==> src/logic/vpep_pkg.sv <==
// Purpose: Constants and types for the emulated link partner block
// Assumes: One system clock, synchronous active-low chip reset
// Notes: Registers are 32-bit words, upper half reads zero
//
// Notes on behaviour
// RULE_01 - Registers are 32 bits, upper 16 reserved zero; serial access sees 16 bits.
// RULE_02 - Partner reports no next page, acknowledge set, no remote fault, no T4.
// RULE_03 - Partner pause bits mirror local advertisement per the pause table.
// RULE_04 - Both local pause bits set: preference strap picks symmetric or asymmetric.
// RULE_05 - Partner pause bits latched only at negotiation completion.
// RULE_06 - Straps sampled and held when chip reset is released.
// RULE_07 - Duplex pin versus polarity strap and speed strap pick ability bits 8..5.
// RULE_08 - Speed and duplex ability also depend on negotiation success.
// RULE_09 - Parallel detection fault bit 4 always reads zero.
// RULE_10 - Next-page-able bits 3 and 2 always read zero.
// RULE_11 - Page received clears on reset, sets after negotiation, clears on read.
// RULE_12 - Partner-negotiation-able bit reads one unless no common ability exists.
// RULE_13 - Expansion register at byte offset 1d8, management index 6.
// RULE_14 - Partner selector reads 00001; partner ability register is read-only.
// RULE_15 - All partner ability outputs update together on the completion cycle; lp_ability_reg and an_expansion_reg change one clock after partner_q.
package vpep_pkg;
	localparam logic [8:0] OFS_LP_ABILITY = 9'h1d4;
	localparam logic [8:0] OFS_EXPANSION = 9'h1d8;
	localparam logic [4:0] IDX_LP_ABILITY = 5'h05;
	localparam logic [4:0] IDX_EXPANSION = 5'h06;
	localparam logic [4:0] SELECTOR_8023 = 5'h01;
	localparam logic [3:0] ABIL_10_FD = 4'h2;
	localparam logic [3:0] ABIL_100_FD = 4'h8;
	localparam logic [3:0] ABIL_10_HD = 4'h1;
	localparam logic [3:0] ABIL_100_HD = 4'h4;
	localparam logic [3:0] ABIL_RESET = 4'h0;
	localparam logic PAGE_RX_RESET = 1'b0;
	localparam logic AN_ABLE_RESET = 1'b1;
	// Images keep their fixed bits through reset so no check sees a gap
	localparam logic [15:0] LP_IMG_RESET = 16'h4001;
	localparam logic [15:0] EXP_IMG_RESET = 16'h0001;

	typedef struct packed {
		logic asym;
		logic sym;
		logic [3:0] abil;
	} vpep_partner_type;

	typedef struct packed {
		logic flowctl_pref;
		logic duplex_pol;
		logic speed;
	} vpep_strap_type;
endpackage

==> src/logic/vpep_partner.sv <==
// Purpose: Emulated link partner of the virtual PHY during auto-negotiation
// Assumes: an_done pulses one cycle when negotiation completes
// Notes: Reads addressed by byte offset or by management index
`timescale 1ns/1ps
`default_nettype none
module vpep_partner (
	// Clock and reset
	input wire logic clk_sys,
	input wire logic nrst,
	// Pins and straps
	input wire logic port0_duplex_pin,
	input wire logic fullduplex_flowctl_pref_strap,
	input wire logic duplex_pol_strap,
	input wire logic speed_strap,
	// Local advertisement and negotiation events
	input wire logic [3:0] local_abil,
	input wire logic local_sym_pause,
	input wire logic local_asym_pause,
	input wire logic an_done,
	// Register read port
	input wire logic rd_en,
	input wire logic rd_serial,
	input wire logic [8:0] rd_addr,
	input wire logic [4:0] rd_index,
	output logic [31:0] rd_data,
	output logic rd_valid,
	// Partner state
	output logic [15:0] lp_ability_reg,
	output logic [15:0] an_expansion_reg
);
	// ****************************************
	// Pin synchronisers and straps
	// ****************************************
	logic [1:0] dup_sync_q, dup_sync_d;
	logic nrst_seen_q, nrst_seen_d;
	vpep_pkg::vpep_strap_type strap_q, strap_d;
	// Straps are pins too; two stages keep a slow edge at release harmless
	vpep_pkg::vpep_strap_type strap_meta_q, strap_meta_d;
	vpep_pkg::vpep_strap_type strap_sync_q, strap_sync_d;

	always_comb begin
		dup_sync_d = {dup_sync_q[0], port0_duplex_pin};
		strap_meta_d = '{flowctl_pref: fullduplex_flowctl_pref_strap,
			duplex_pol: duplex_pol_strap, speed: speed_strap};
		strap_sync_d = strap_meta_q;
		nrst_seen_d = 1'b1;
		strap_d = strap_q;
		// First clock after release latches, later changes ignored
		if (!nrst_seen_q) begin
			strap_d = strap_sync_q; // RULE_06
		end
	end

	always_ff @(posedge clk_sys) begin
		dup_sync_q <= dup_sync_d;
		strap_meta_q <= strap_meta_d;
		strap_sync_q <= strap_sync_d;
		if (!nrst) begin
			nrst_seen_q <= 1'b0;
			strap_q <= '0;
		end else begin
			nrst_seen_q <= nrst_seen_d;
			strap_q <= strap_d;
		end
	end

	// ****************************************
	// Partner ability computation
	// ****************************************
	function automatic vpep_pkg::vpep_partner_type calc_partner(
		input logic sym, input logic asym, input vpep_pkg::vpep_strap_type s,
		input logic dup, input logic [3:0] local_a);
		vpep_pkg::vpep_partner_type p;
		logic fd;
		p = '0;
		fd = (dup == s.duplex_pol); // RULE_07
		case ({sym, asym})
			2'b00: begin p.sym = 1'b0; p.asym = 1'b0; end // RULE_03
			2'b10: begin p.sym = 1'b1; p.asym = 1'b0; end // RULE_03
			2'b01: begin p.sym = 1'b1; p.asym = 1'b1; end // RULE_03
			default: begin
				p.sym = s.flowctl_pref; // RULE_04
				p.asym = 1'b1; // RULE_04
			end
		endcase
		if (s.speed) begin
			p.abil = fd ? vpep_pkg::ABIL_100_FD : vpep_pkg::ABIL_100_HD;
		end else begin
			p.abil = fd ? vpep_pkg::ABIL_10_FD : vpep_pkg::ABIL_10_HD;
		end
		// Failed negotiation leaves no shared ability to report
		if ((p.abil & local_a) == 4'h0) begin
			p.abil = vpep_pkg::ABIL_RESET; // RULE_08
		end
		return p;
	endfunction

	vpep_pkg::vpep_partner_type partner_q, partner_d, partner_c;
	logic page_rx_q, page_rx_d;
	logic an_able_q, an_able_d;
	logic exp_hit, lp_hit;

	always_comb begin
		partner_c = calc_partner(local_sym_pause, local_asym_pause, strap_q,
			dup_sync_q[1], local_abil);
		partner_d = partner_q;
		an_able_d = an_able_q;
		page_rx_d = page_rx_q;
		// Hit decode shared by clear-on-read and the data mux
		exp_hit = rd_serial ? (rd_index == vpep_pkg::IDX_EXPANSION)
			: (rd_addr == vpep_pkg::OFS_EXPANSION); // RULE_13
		lp_hit = rd_serial ? (rd_index == vpep_pkg::IDX_LP_ABILITY)
			: (rd_addr == vpep_pkg::OFS_LP_ABILITY);
		if (rd_en && exp_hit) begin
			page_rx_d = 1'b0; // RULE_11
		end
		if (an_done) begin
			partner_d = partner_c; // RULE_05 RULE_15
			an_able_d = (partner_c.abil != 4'h0); // RULE_12
			page_rx_d = 1'b1; // RULE_11
		end
	end

	always_ff @(posedge clk_sys) begin
		if (!nrst) begin
			partner_q <= '0;
			page_rx_q <= vpep_pkg::PAGE_RX_RESET;
			an_able_q <= vpep_pkg::AN_ABLE_RESET;
		end else begin
			partner_q <= partner_d;
			page_rx_q <= page_rx_d;
			an_able_q <= an_able_d;
		end
	end

	// ****************************************
	// Register images and read port
	// ****************************************
	logic [15:0] lp_img, exp_img;
	logic [31:0] rd_data_d;
	logic [15:0] lp_reg_q, exp_reg_q;
	logic [31:0] rd_data_q;
	logic rd_valid_q;

	always_comb begin
		// Bit 15 no next page, 14 ack, 13 fault, 12 rsvd, 9 T4
		lp_img = {1'b0, 1'b1, 1'b0, 1'b0, partner_q.asym, partner_q.sym,
			1'b0, partner_q.abil, vpep_pkg::SELECTOR_8023}; // RULE_02 RULE_14
		exp_img = {11'h000, 1'b0, 2'b00, page_rx_q, an_able_q}; // RULE_09 RULE_10
		rd_data_d = 32'h0000_0000; // RULE_01
		if (rd_en && exp_hit) begin
			rd_data_d[15:0] = exp_img;
		end else if (rd_en && lp_hit) begin
			rd_data_d[15:0] = lp_img;
		end
	end

	always_ff @(posedge clk_sys) begin
		if (!nrst) begin
			rd_data_q <= 32'h0000_0000;
			rd_valid_q <= 1'b0;
			lp_reg_q <= vpep_pkg::LP_IMG_RESET;
			exp_reg_q <= vpep_pkg::EXP_IMG_RESET;
		end else begin
			rd_data_q <= rd_data_d;
			rd_valid_q <= rd_en;
			lp_reg_q <= lp_img;
			exp_reg_q <= exp_img;
		end
	end

	assign rd_data = rd_data_q;
	assign rd_valid = rd_valid_q;
	assign lp_ability_reg = lp_reg_q;
	assign an_expansion_reg = exp_reg_q;

	// ****************************************
	// Checks
	// ****************************************
	a_exp_fixed_zero: assert property (@(posedge clk_sys) // RULE_09
		disable iff (!nrst)
		an_expansion_reg[4:2] == 3'b000)
		else $error("fixed bits nonzero");
	a_upper_zero: assert property (@(posedge clk_sys) // RULE_01
		disable iff (!nrst)
		rd_data[31:16] == 16'h0000)
		else $error("upper half nonzero");
	a_page_set: assert property (@(posedge clk_sys) // RULE_11
		disable iff (!nrst)
		an_done |=> page_rx_q)
		else $error("page received not set");
	a_page_clear: assert property (@(posedge clk_sys) // RULE_11
		disable iff (!nrst)
		rd_en && exp_hit && !an_done |=> !page_rx_q)
		else $error("no read clear");
	a_pause_hold: assert property (@(posedge clk_sys) // RULE_05
		disable iff (!nrst)
		!an_done |=> $stable(partner_q))
		else $error("partner changed early");
	a_pause_calc: assert property (@(posedge clk_sys) // RULE_04
		disable iff (!nrst)
		an_done && local_sym_pause && local_asym_pause |=>
		partner_q.asym && partner_q.sym == strap_q.flowctl_pref)
		else $error("pause preference wrong");
	a_able_fail: assert property (@(posedge clk_sys) // RULE_12
		disable iff (!nrst)
		an_done |=> an_able_q == (partner_q.abil != 4'h0))
		else $error("able wrong");
	a_lp_fixed: assert property (@(posedge clk_sys) // RULE_14
		disable iff (!nrst)
		lp_ability_reg[15:12] == 4'h4 && lp_ability_reg[4:0] == 5'h01)
		else $error("fixed partner bits wrong");
	a_strap_hold: assert property (@(posedge clk_sys) // RULE_06
		disable iff (!nrst)
		nrst_seen_q |=> $stable(strap_q))
		else $error("strap changed");
	// Each pause row stands apart so a wrong row is named on its own
	a_pause_none: assert property (@(posedge clk_sys) // RULE_03
		disable iff (!nrst)
		an_done && !local_sym_pause && !local_asym_pause |=>
		!partner_q.sym && !partner_q.asym)
		else $error("pause none row wrong");
	a_pause_sym: assert property (@(posedge clk_sys) // RULE_03
		disable iff (!nrst)
		an_done && local_sym_pause && !local_asym_pause |=>
		partner_q.sym && !partner_q.asym)
		else $error("pause symmetric row wrong");
	a_pause_asym: assert property (@(posedge clk_sys) // RULE_03
		disable iff (!nrst)
		an_done && !local_sym_pause && local_asym_pause |=>
		partner_q.sym && partner_q.asym)
		else $error("pause asymmetric row wrong");
	a_abil_onehot: assert property (@(posedge clk_sys) // RULE_07
		disable iff (!nrst)
		$onehot0(partner_q.abil))
		else $error("more than one ability bit");
	a_next_page_zero: assert property (@(posedge clk_sys) // RULE_10
		disable iff (!nrst)
		an_expansion_reg[3:2] == 2'b00)
		else $error("next page bits nonzero");
	a_lp_top_bits: assert property (@(posedge clk_sys) // RULE_02
		disable iff (!nrst)
		lp_ability_reg[15:13] == 3'b010 && !lp_ability_reg[9])
		else $error("partner top bits wrong");
	a_read_valid: assert property (@(posedge clk_sys) // RULE_13
		disable iff (!nrst)
		rd_en |=> rd_valid)
		else $error("read not answered");
	a_exp_decode: assert property (@(posedge clk_sys) // RULE_13
		disable iff (!nrst)
		rd_en && rd_serial && rd_index == vpep_pkg::IDX_EXPANSION |=>
		rd_data[15:0] == an_expansion_reg)
		else $error("expansion index decode wrong");
	a_rd_idle: assert property (@(posedge clk_sys) // RULE_01
		disable iff (!nrst)
		!rd_en |=> rd_data == 32'h0000_0000)
		else $error("data without read");
	a_able_hold: assert property (@(posedge clk_sys) // RULE_12
		disable iff (!nrst)
		!an_done |=> $stable(an_able_q))
		else $error("able changed early");
endmodule
`default_nettype wire

==> config.mk <==
export PLATFORM = sky130hd
export DESIGN_NAME = vpep_partner
export DESIGN_NICKNAME = d
export VERILOG_FILES = /design/src/logic/vpep_pkg.sv /design/src/logic/vpep_partner.sv
export SDC_FILE = /design/constraint.sdc
export NUM_CORES = 1
export LEC_CHECK = 0
export ABC_AREA = 1
export BUFFER_PORTS_ARGS = -buffer_cell sky130_fd_sc_hd__buf_4
export CORE_UTILIZATION = 35
export CTS_CLUSTER_SIZE = 8
export DETAILED_ROUTE_END_ITERATION = 16
export GPL_TIMING_DRIVEN = 0
export HOLD_SLACK_MARGIN = 0.1
export PLACE_DENSITY = 0.66
export SYNTH_ARGS = -nofsm -noshare
export SYNTH_HDL_FRONTEND = slang
export SYNTH_SLANG_ARGS = --single-unit
==> constraint.sdc <==
create_clock -name clk_sys -period 1.6 [get_ports clk_sys]
set_clock_uncertainty 0.1 [all_clocks]
set_input_delay 0.16 -clock clk_sys [delete_from_list [all_inputs] [get_ports clk_sys]]
set_output_delay 0.16 -clock clk_sys [all_outputs]
set_load 0.05 [all_outputs]
==> results.cfg, run 1 <==
[logic_synthesis]
ys.flop_type = dfxtp_1
yosysMostFrequentCell = buf_4
synth_top_cells_by_count = buf_4, dfxtp_1, nand2_1
synth.yosys.seq_area_share_pct = 46.9
synth_edf_count = 0
ys_top_cells_by_area = dfxtp_1, buf_4, nand2_1
ys_async_sr_fraction_pct = 0
synth_cell_types = 17
synth_top_cell_area_share_pct = 46.9
yosysWarningCount = 0
syn_inst = 198
synth_area_um2 = 1620
avgSynthCellArea_um2 = 8.19
ys_ff_latch = 38
yosys.area.top_type = dfxtp_1

[sta]
fin_crit_sh_pct = 84.7
layout_min_cycle_time_ns = 1.36
rsz0062_at_grt = false
finalSetupTns_ns = 0
timing.fmax_ghz = 0.738
drv_slew = 0
finalHoldViolations = 0
setup_viol = 0

[clocking]
numCtsBuffers = 5
post_cts_buffers = 0
cts_tree = done
clock_latency_ns = 0.28
cts_buffer_depth = 2
clk_pin_slew_worst_paths_ns = 0.07
cts_max_level = 2
cts-root-buf = clkbuf_8
cts-resized-gates = 0
clock_sinks = 38

[global_route]
grt_first_pass_wirelength_mm = 4.57
grt_max_degree = 13
grt_overflow = 0
track_usage_pct = 11.9
antenna_found_initial = 0
grt_pass1_vias = 1156

[final_layout]
largest_reg_flops = 9
nets = 338
antenna_cells = 0
ff_latch_area_um2 = 761
multi_input_area_um2 = 541
area_delta_synth_final_pct = 49.2
drive_above_1_share_pct = 34.7
fillCellCount = 413

[floorplanning]
die_h_um = 70.1
rows = 24
start_util_pct = 36.7
coreArea_um2 = 4410
fp.dieW_um = 70.1
io_pins = 94
die_area_um2 = 4910

[routing]
routedWlPerCell_um = 7.46
num_vias = 1298
ant_nets = 0
routed_wl_mm = 2.69
drt-initial-drc-count = 40
drc = 0
firstDrtPassIters = 4
via_per_inst = 3.61

[worst_setup_path]
slowest_delay_ns = 0.53
cp-end-kind = register
cp_top_family = buffers and inverters
cp_slowest_cell = dlygate4sd3_1
path_cells = dlygate4sd3_1, buf_4, clkbuf_2, buf_4, nand2_1, nand2_1, o31ai_1, inv_1
cp_max_fo = 10
r2r_setup_slack_ns = 0.47
critPathRequiredTime_ns = 1.67
crit_buf_inv = 5
path_class = in -> reg
critPathArrivalTime_ns = 1.43
setup.worst_path.start_class = input pin

[flow_run]
cap_viol_max_count = 0

[place]
routabilityCongestion = 0.756
place_hpwl_mm = 2.13
portBuffers = 46

[pwr]
ir_drop_uv = 446
power_mw = 2.32
p_leak_nw = 1.39
power_density_nw_per_um2 = 960

[min_path]
hold_class = in -> reg

[status]
status = finished clean
[report_power, final]
group | total, mW | leakage (nW) | switching, mW | internal [mW]
Clock | 0.762 | 0.0579 | 0.304 | 0.458
Sequential | 1.00 | 0.313 | 0.0149 | 0.987
Combinational | 0.560 | 1.02 | 0.375 | 0.185
[metrics by stage]
stage / hold WS, ns / worst slack (ns) / util (%) / cell area, um2 / cells
floorplan: 0.0877 / 0.592 / - / 1790 / 243
global placement: 0.165 / 0.491 / 49.9 / 2200 / 341
detailed placement: 0.166 / 0.484 / 49.9 / 2200 / 341
CTS: 0.108 / 0.241 / 54.8 / 2420 / 360
global route: 0.110 / 0.185 / 54.8 / 2420 / 360
finish: 0.113 / 0.245 / 54.8 / 2420 / 360
[timing repair]
item                                    4_1_cts  5_1_grt
endpoints found under the hold margin        15        0
endpoints found under the setup margin        0        0
hold buffers                                 11        0
[kinds of logic (layout without fill, tap and decap cells)]
family | Yosys count | count (layout) | share of synthesized area [%]
compound gates | 16 | 16 | 5.94
other cells | 2 | 47 | 0.463
simple gates | 58 | 58 | 15.0
buf+inv | 82 | 147 | 30.2
flops | 38 | 38 | 46.9
fa+ha+maj | 2 | 2 | 1.54
[cell usage in the layout, fill, tap and decap left out, drive strengths merged, types with 5 or more instances in the layout]
master       instances
buf                 94
clkbuf               6
conb                47
dfxtp               38
dlygate4sd3         11
inv                 33
nand2               35
nand3                8
nor2                12
o21ai                7
o31ai                5
[cell type report]
type,instances,area share [%]
inverter,33,5.12
tap,52,2.69
sequential,38,31.4
multi-input combinational,123,22.3
clock inverter,3,1.65
buffer,49,15.1
timing repair buffer,57,18.8
clock buffer,5,2.84
[worst paths after layout]
| path | endpoint | start | cells past startpoint |
|---|---|---|---|
| min | rd_data[0]$_SDFF_PN0_ | rd_serial | 4 |
| min reg2reg | strap_sync_q[1]$_DFF_P_ | strap_meta_q[1]$_DFF_P_ | 0 |
| max reg2reg | an_able_q$_SDFFE_PN1P_ | strap_q[1]$_SDFFE_PN0N_ | 7 |
| max | lp_img[11]$_SDFFE_PN0P_ | nrst | 8 |
[worst register-to-register path: stages, from the launching register on]
cell and delay, ns:
dfxtp_1 0.33, inv_1 0.06, nand2_1 0.09, nand2_1 0.08
nand3_1 0.10, nand2_1 0.06, o21ai_0 0.14, nand2_1 0.06
[routing by layer]
layer  global-route usage [%]  up-vias  share of wire [%]
met5                        0        -                  0
met4                     5.33        0                1.3
met3                     6.06        5                 11
met2                     20.9       57                 49
met1                     11.6      517                 39
li1                         -      719                  -
Note: power is estimated with default switching activity, not from simulation.
==> run 2, diff against run 1 <==
- ABC_AREA: 1 -> 0
- PLACE_DENSITY: 0.66 -> 0.67
- clock period: 1.6 -> 1.3 ns (I/O delays scaled with it)
==> run 2 against run 1 <==
The run now ends with setup timing left. Wire length decreased by 3.3%. Synthesized cell count fell by 23%. Sequential power increased by 23%. Largest power group unchanged. Highest routed layer unchanged.
==> results.cfg, run 2 <==
[worst_setup_path]
cp-end-kind = register
critPathRequiredTime_ns = 1.36
slowest_delay_ns = 0.53
path_class = reg -> reg
r2r_cells = 4
crit_buf_inv = 0
r2r_setup_slack_ns = -0.13
critPathArrivalTime_ns = 1.49
cp_top_family = multiplexers
cp_max_fo = 2
path_cells = xnor2_4, mux4_2, nor2_2, o21ai_1
setup.worst_path.start_class = register
path_depth = 4
cp_slowest_cell = mux4_2

[routing]
via_per_inst = 3.68
wl_met3_um = 284
drc = 0
ant_nets = 0
routed_wl_mm = 2.60
routedWlPerCell_um = 8.32
firstDrtPassIters = 4
wirelength_met1_mm = 1.09
num_vias = 1149
routed-wl-met2_mm = 1.19
routed.top_layer = met4
drt-initial-drc-count = 71

[final_layout]
final_common_cell = buf_4
area_delta_synth_final_pct = 50.9
nets = 290
fillCellCount = 394
final_cell_mix = buf_4, conb_1, dfxtp_1, and2_1
fin_util_pct = 54.9
antenna_cells = 0
drive_above_1_share_pct = 43.1
largest_reg_flops = 9

[clocking]
cts_max_level = 2
numCtsBuffers = 5
clock_latency_ns = 0.28
clk_pin_slew_worst_paths_ns = 0.07
cts_tree = done
cts_buffer_depth = 2
clock_sinks = 38
cts-root-buf = clkbuf_8

[place]
place_hpwl_mm = 2.00
portBuffers = 45
place_ws_ns = -0.195
routabilityCongestion = 0.718

[sta]
timing.fmax_ghz = 0.700
fin_crit_sh_pct = 110
rsz0062_at_grt = true
finalHoldViolations = 0
fin_ws_ns = -0.129
layout_min_cycle_time_ns = 1.43
setup_viol = 1
drv_slew = 0

[logic_synthesis]
yosysMostFrequentCell = buf_4
synth_cell_types = 31
ys_async_sr_fraction_pct = 0
synth_area_um2 = 1580
synth_top_cell_area_share_pct = 48.0
yosysWarningCount = 0
synth.yosys.seq_area_share_pct = 48.0
avgSynthCellArea_um2 = 10.4
ys_ff_latch = 38
synth_edf_count = 0
ys.flop_type = dfxtp_1
synth_top_cells_by_count = buf_4, dfxtp_1, and2_1
syn_inst = 152
yosys.area.top_type = dfxtp_1
ys_top_cells_by_area = dfxtp_1, buf_4, and2_1

[pwr]
power_mw = 2.79
p_leak_nw = 1.23
ir_drop_uv = 481
power_density_nw_per_um2 = 1170

[status]
violations = setup timing
status = finished, violations left

[global_route]
grt_max_degree = 12
grt_pass1_vias = 1045
grt_overflow = 0
track_usage_pct = 12.2
grt_first_pass_wirelength_mm = 4.53
antenna_found_initial = 0

[floorplanning]
rows = 24
fp.dieW_um = 69.3
io_pins = 94
die_h_um = 69.3
start_util_pct = 36.4
coreArea_um2 = 4350
die_area_um2 = 4800

[flow_run]
cap_viol_max_count = 0

[min_path]
hold_class = in -> reg
hold_depth = 3
## run 2: final timing paths
path                                       startpoint                      to
worst max-delay path            dup_sync_q[1]$_DFF_P_  an_able_q$_SDFFE_PN1P_
worst min register to register  dup_sync_q[0]$_DFF_P_   dup_sync_q[1]$_DFF_P_
worst max register to register  dup_sync_q[1]$_DFF_P_  an_able_q$_SDFFE_PN1P_
worst min-delay path                      rd_index[1]  rd_data[14]$_SDFF_PP0_
## run 2: report_power, final
part           switching, mW  internal (mW)
registers             0.0222           1.21
clock network          0.374          0.535
logic                  0.417          0.236
total                  0.813           1.98
## run 2: logic make-up after synthesis
kind of cell,count (synthesis),synth area share (%)
other,2,0.474
multiplexers,5,3.95
flip-flops,38,48.0
XOR/XNOR,1,1.03
buffers and inverters,52,23.5
adder cells (fa/ha/maj),2,1.58
AO/OA/AOI/OAI,12,5.37
AND/OR/NAND/NOR,40,16.1
## run 2: worst reg2reg max path: cells and delay by family (launching register included)
family / cells / cell delay (ns)
AO/OA/AOI/OAI: 1 / 0.06
XOR/XNOR: 1 / 0.18
flip-flops: 1 / 0.34
multiplexers: 1 / 0.53
AND/OR/NAND/NOR: 1 / 0.09
## run 2: cell type report
class                           count  area, um2  share of cell area [%]
Inverter                            2       7.51                   0.314
Buffer                             50        364                    15.2
Sequential cell                    38        763                    31.9
Multi-Input combinational cell    107        647                    27.1
Tap cell                           52       65.1                    2.72
Timing Repair Buffer               55        433                    18.1
Clock buffer                        8        110                    4.61
## run 2: metrics by stage
stage          hold slack, ns  instance area, um2  setup TNS, ns  cells
6_report                0.110                2390         -0.129    312
5_1_grt                 0.130                2390         -0.172    312
4_1_cts                0.0997                2370         -0.168    311
3_5_place_dp            0.136                2170          -1.09    294
3_3_place_gp            0.135                2170         -0.826    294
2_1_floorplan          0.0577                1770         -0.116    197
## run 2: metal layers
layer | global-route usage [%] | vias to the layer above
met5 | 0 | -
met4 | 9.52 | 0
met3 | 4.22 | 5
met2 | 18.9 | 66
met1 | 13.8 | 467
li1 | - | 611
## run 2: what timing repair did
item                                   4_1_cts  5_1_grt
endpoints found under the hold margin       11        0
hold buffers                                 8        0
pin swaps                                    2        1
setup endpoints to repair                    1        8
buffers inserted                             1        1
gates resized for setup                      0        4
==> run 3, diff against run 2 <==
- CTS_BUF_LIST: default -> sky130_fd_sc_hd__clkbuf_4
- SKIP_LAST_GASP: default -> 1
==> run 3 against run 2 <==
The flow still finishes with violations (setup timing). Sequential share of layout area about the same. Register-to-register slack about the same. Setup slack got worse by 0.0049 ns. Cell area increased by 0.47%. Final cell count increased by 2.2%. Critical endpoint unchanged. Die area unchanged. Critical path type unchanged. Clock power decreased by 40%. Power decreased by 13%. Worst hold slack got worse by 0.014 ns. Critical path depth unchanged. Flip-flop and latch count unchanged.
==> results.cfg, run 3 (synthesis gave the netlist of run 2 again) <==
[status]
status = finished, violations left
violations = setup timing

[sta]
finalSetupTns_ns = -0.134
finalHoldViolations = 0
rsz0062_at_grt = true
fin_crit_sh_pct = 110
layout_min_cycle_time_ns = 1.43
timing.fmax_ghz = 0.698
fin_ws_ns = -0.134
drv_slew = 0
fin_hold_ws_ns = 0.0962
setup_viol = 1

[floorplanning]
start_util_pct = 36.4
coreArea_um2 = 4350
io_pins = 94
fp.dieW_um = 69.3
die_area_um2 = 4800
rows = 24
die_h_um = 69.3

[worst_setup_path]
cp-end-kind = register
setup.worst_path.start_class = register
path_class = reg -> reg
critPathArrivalTime_ns = 1.55
critPathRequiredTime_ns = 1.42
r2r_cells = 4
cp_max_fo = 2

[global_route]
grt_max_degree = 12
track_usage_pct = 13.0
grtUsageMet1_pct = 14.3
grt-busiest-layer = met2
grt_overflow = 0
met3_usage_pct = 4.65
grtUsageMet2_pct = 20.3
grt_pass1_vias = 1104
antenna_found_initial = 0
grt_first_pass_wirelength_mm = 4.84

[pwr]
power.internal_mw = 1.65
power_frac_seq_pct = 50.4
switching_share_pct = 32.5
power_density_nw_per_um2 = 1020
pwr-share-comb_pct = 27.4
ir_drop_uv = 445
p_switching_mw = 0.794
power.share.clock_pct = 22.2
p_leak_nw = 1.23

[final_layout]
final_common_cell = buf_4
antenna_cells = 0
largest_reg_flops = 9
stdcell_count = 319
final_cell_mix = buf_4, conb_1, dfxtp_1, dlygate4sd3_1, and2_1
area_delta_synth_final_pct = 51.6
nets = 297
fin_area_um2 = 2400
drive_above_1_share_pct = 40.1

[routing]
drt-initial-drc-count = 41
routedWlPerCell_um = 8.70
ant_nets = 0
num_vias = 1205
drc = 0
routed_wl_mm = 2.77
via_per_inst = 3.78
firstDrtPassIters = 4

[clocking]
clk_pin_slew_worst_paths_ns = 0.10
cts-root-buf = clkbuf_4
cts_tree = done
cts_max_level = 2
clock_sinks = 38
cts_buffer_depth = 2
clock_latency_ns = 0.33
numCtsBuffers = 5

[place]
portBuffers = 45
routabilityCongestion = 0.718
place_ws_ns = -0.195
place_hpwl_mm = 2.00
place_inst = 294
place_area_um2 = 2170

[min_path]
hold_depth = 4
hold_class = in -> reg

[flow_run]
cap_viol_max_count = 0
[run 3: changes by cell type in the layout (fill, tap and decap cells not counted), sizes merged]
cell	before	now
buf	94	93
clkinv	0	3
clkbuf	11	8
dlygate4sd3	8	16
[run 3: final timing paths]
path                              start                      to  slack, ns
setup / recovery  dup_sync_q[1]$_DFF_P_  an_able_q$_SDFFE_PN1P_      -0.13
hold / removal               rd_addr[1]  rd_data[14]$_SDFF_PP0_        0.1
setup reg to reg  dup_sync_q[1]$_DFF_P_  an_able_q$_SDFFE_PN1P_      -0.13
hold reg to reg   dup_sync_q[0]$_DFF_P_   dup_sync_q[1]$_DFF_P_       0.23
[run 3: per-layer routing]
metal | vias up | routed length, um
li1 | 631 | -
met1 | 499 | 1150
met2 | 64 | 1230
met3 | 11 | 283
met4 | 0 | 112
met5 | - | 0
[run 3: final cells by class]
cell class / count / area (um2)
Fill cell: 393 / 1950
Clock buffer: 5 / 37.5
Timing Repair Buffer: 62 / 505
Multi-Input combinational cell: 107 / 644
Buffer: 50 / 364
Tap cell: 52 / 65.1
Inverter: 2 / 7.51
Clock inverter: 3 / 11.3
Sequential cell: 38 / 766
[run 3: per-stage QoR]
stage	utilization (%)	total power [mW]
global route	55.1	2.57
finish	55.1	2.44
global placement	49.8	1.87
CTS	54.9	2.44
floorplan	-	1.77
detailed placement	49.8	1.87
[run 3: power groups by stage]
stage	clock network, mW	logic [mW]	registers, mW
2_1_floorplan	0	0.484	1.29
3_3_place_gp	0	0.612	1.26
3_5_place_dp	0	0.616	1.26
4_1_cts	0.555	0.660	1.23
5_1_grt	0.628	0.707	1.24
6_report	0.542	0.669	1.23
[run 3: what timing repair did]
item                                   4_1_cts  5_1_grt
pin swaps                                    2        3
hold buffers                                16        1
buffers inserted                             1        0
endpoints found under the hold margin       15        1
gates resized for setup                      1        3
setup endpoints to repair                    1        8
[run 3: critical path, stage by stage (launching register included)]
cell     delay [ns]
dfxtp_2        0.35
xnor2_4        0.18
mux4_2         0.53
nor2_2         0.09
o21ai_1        0.06
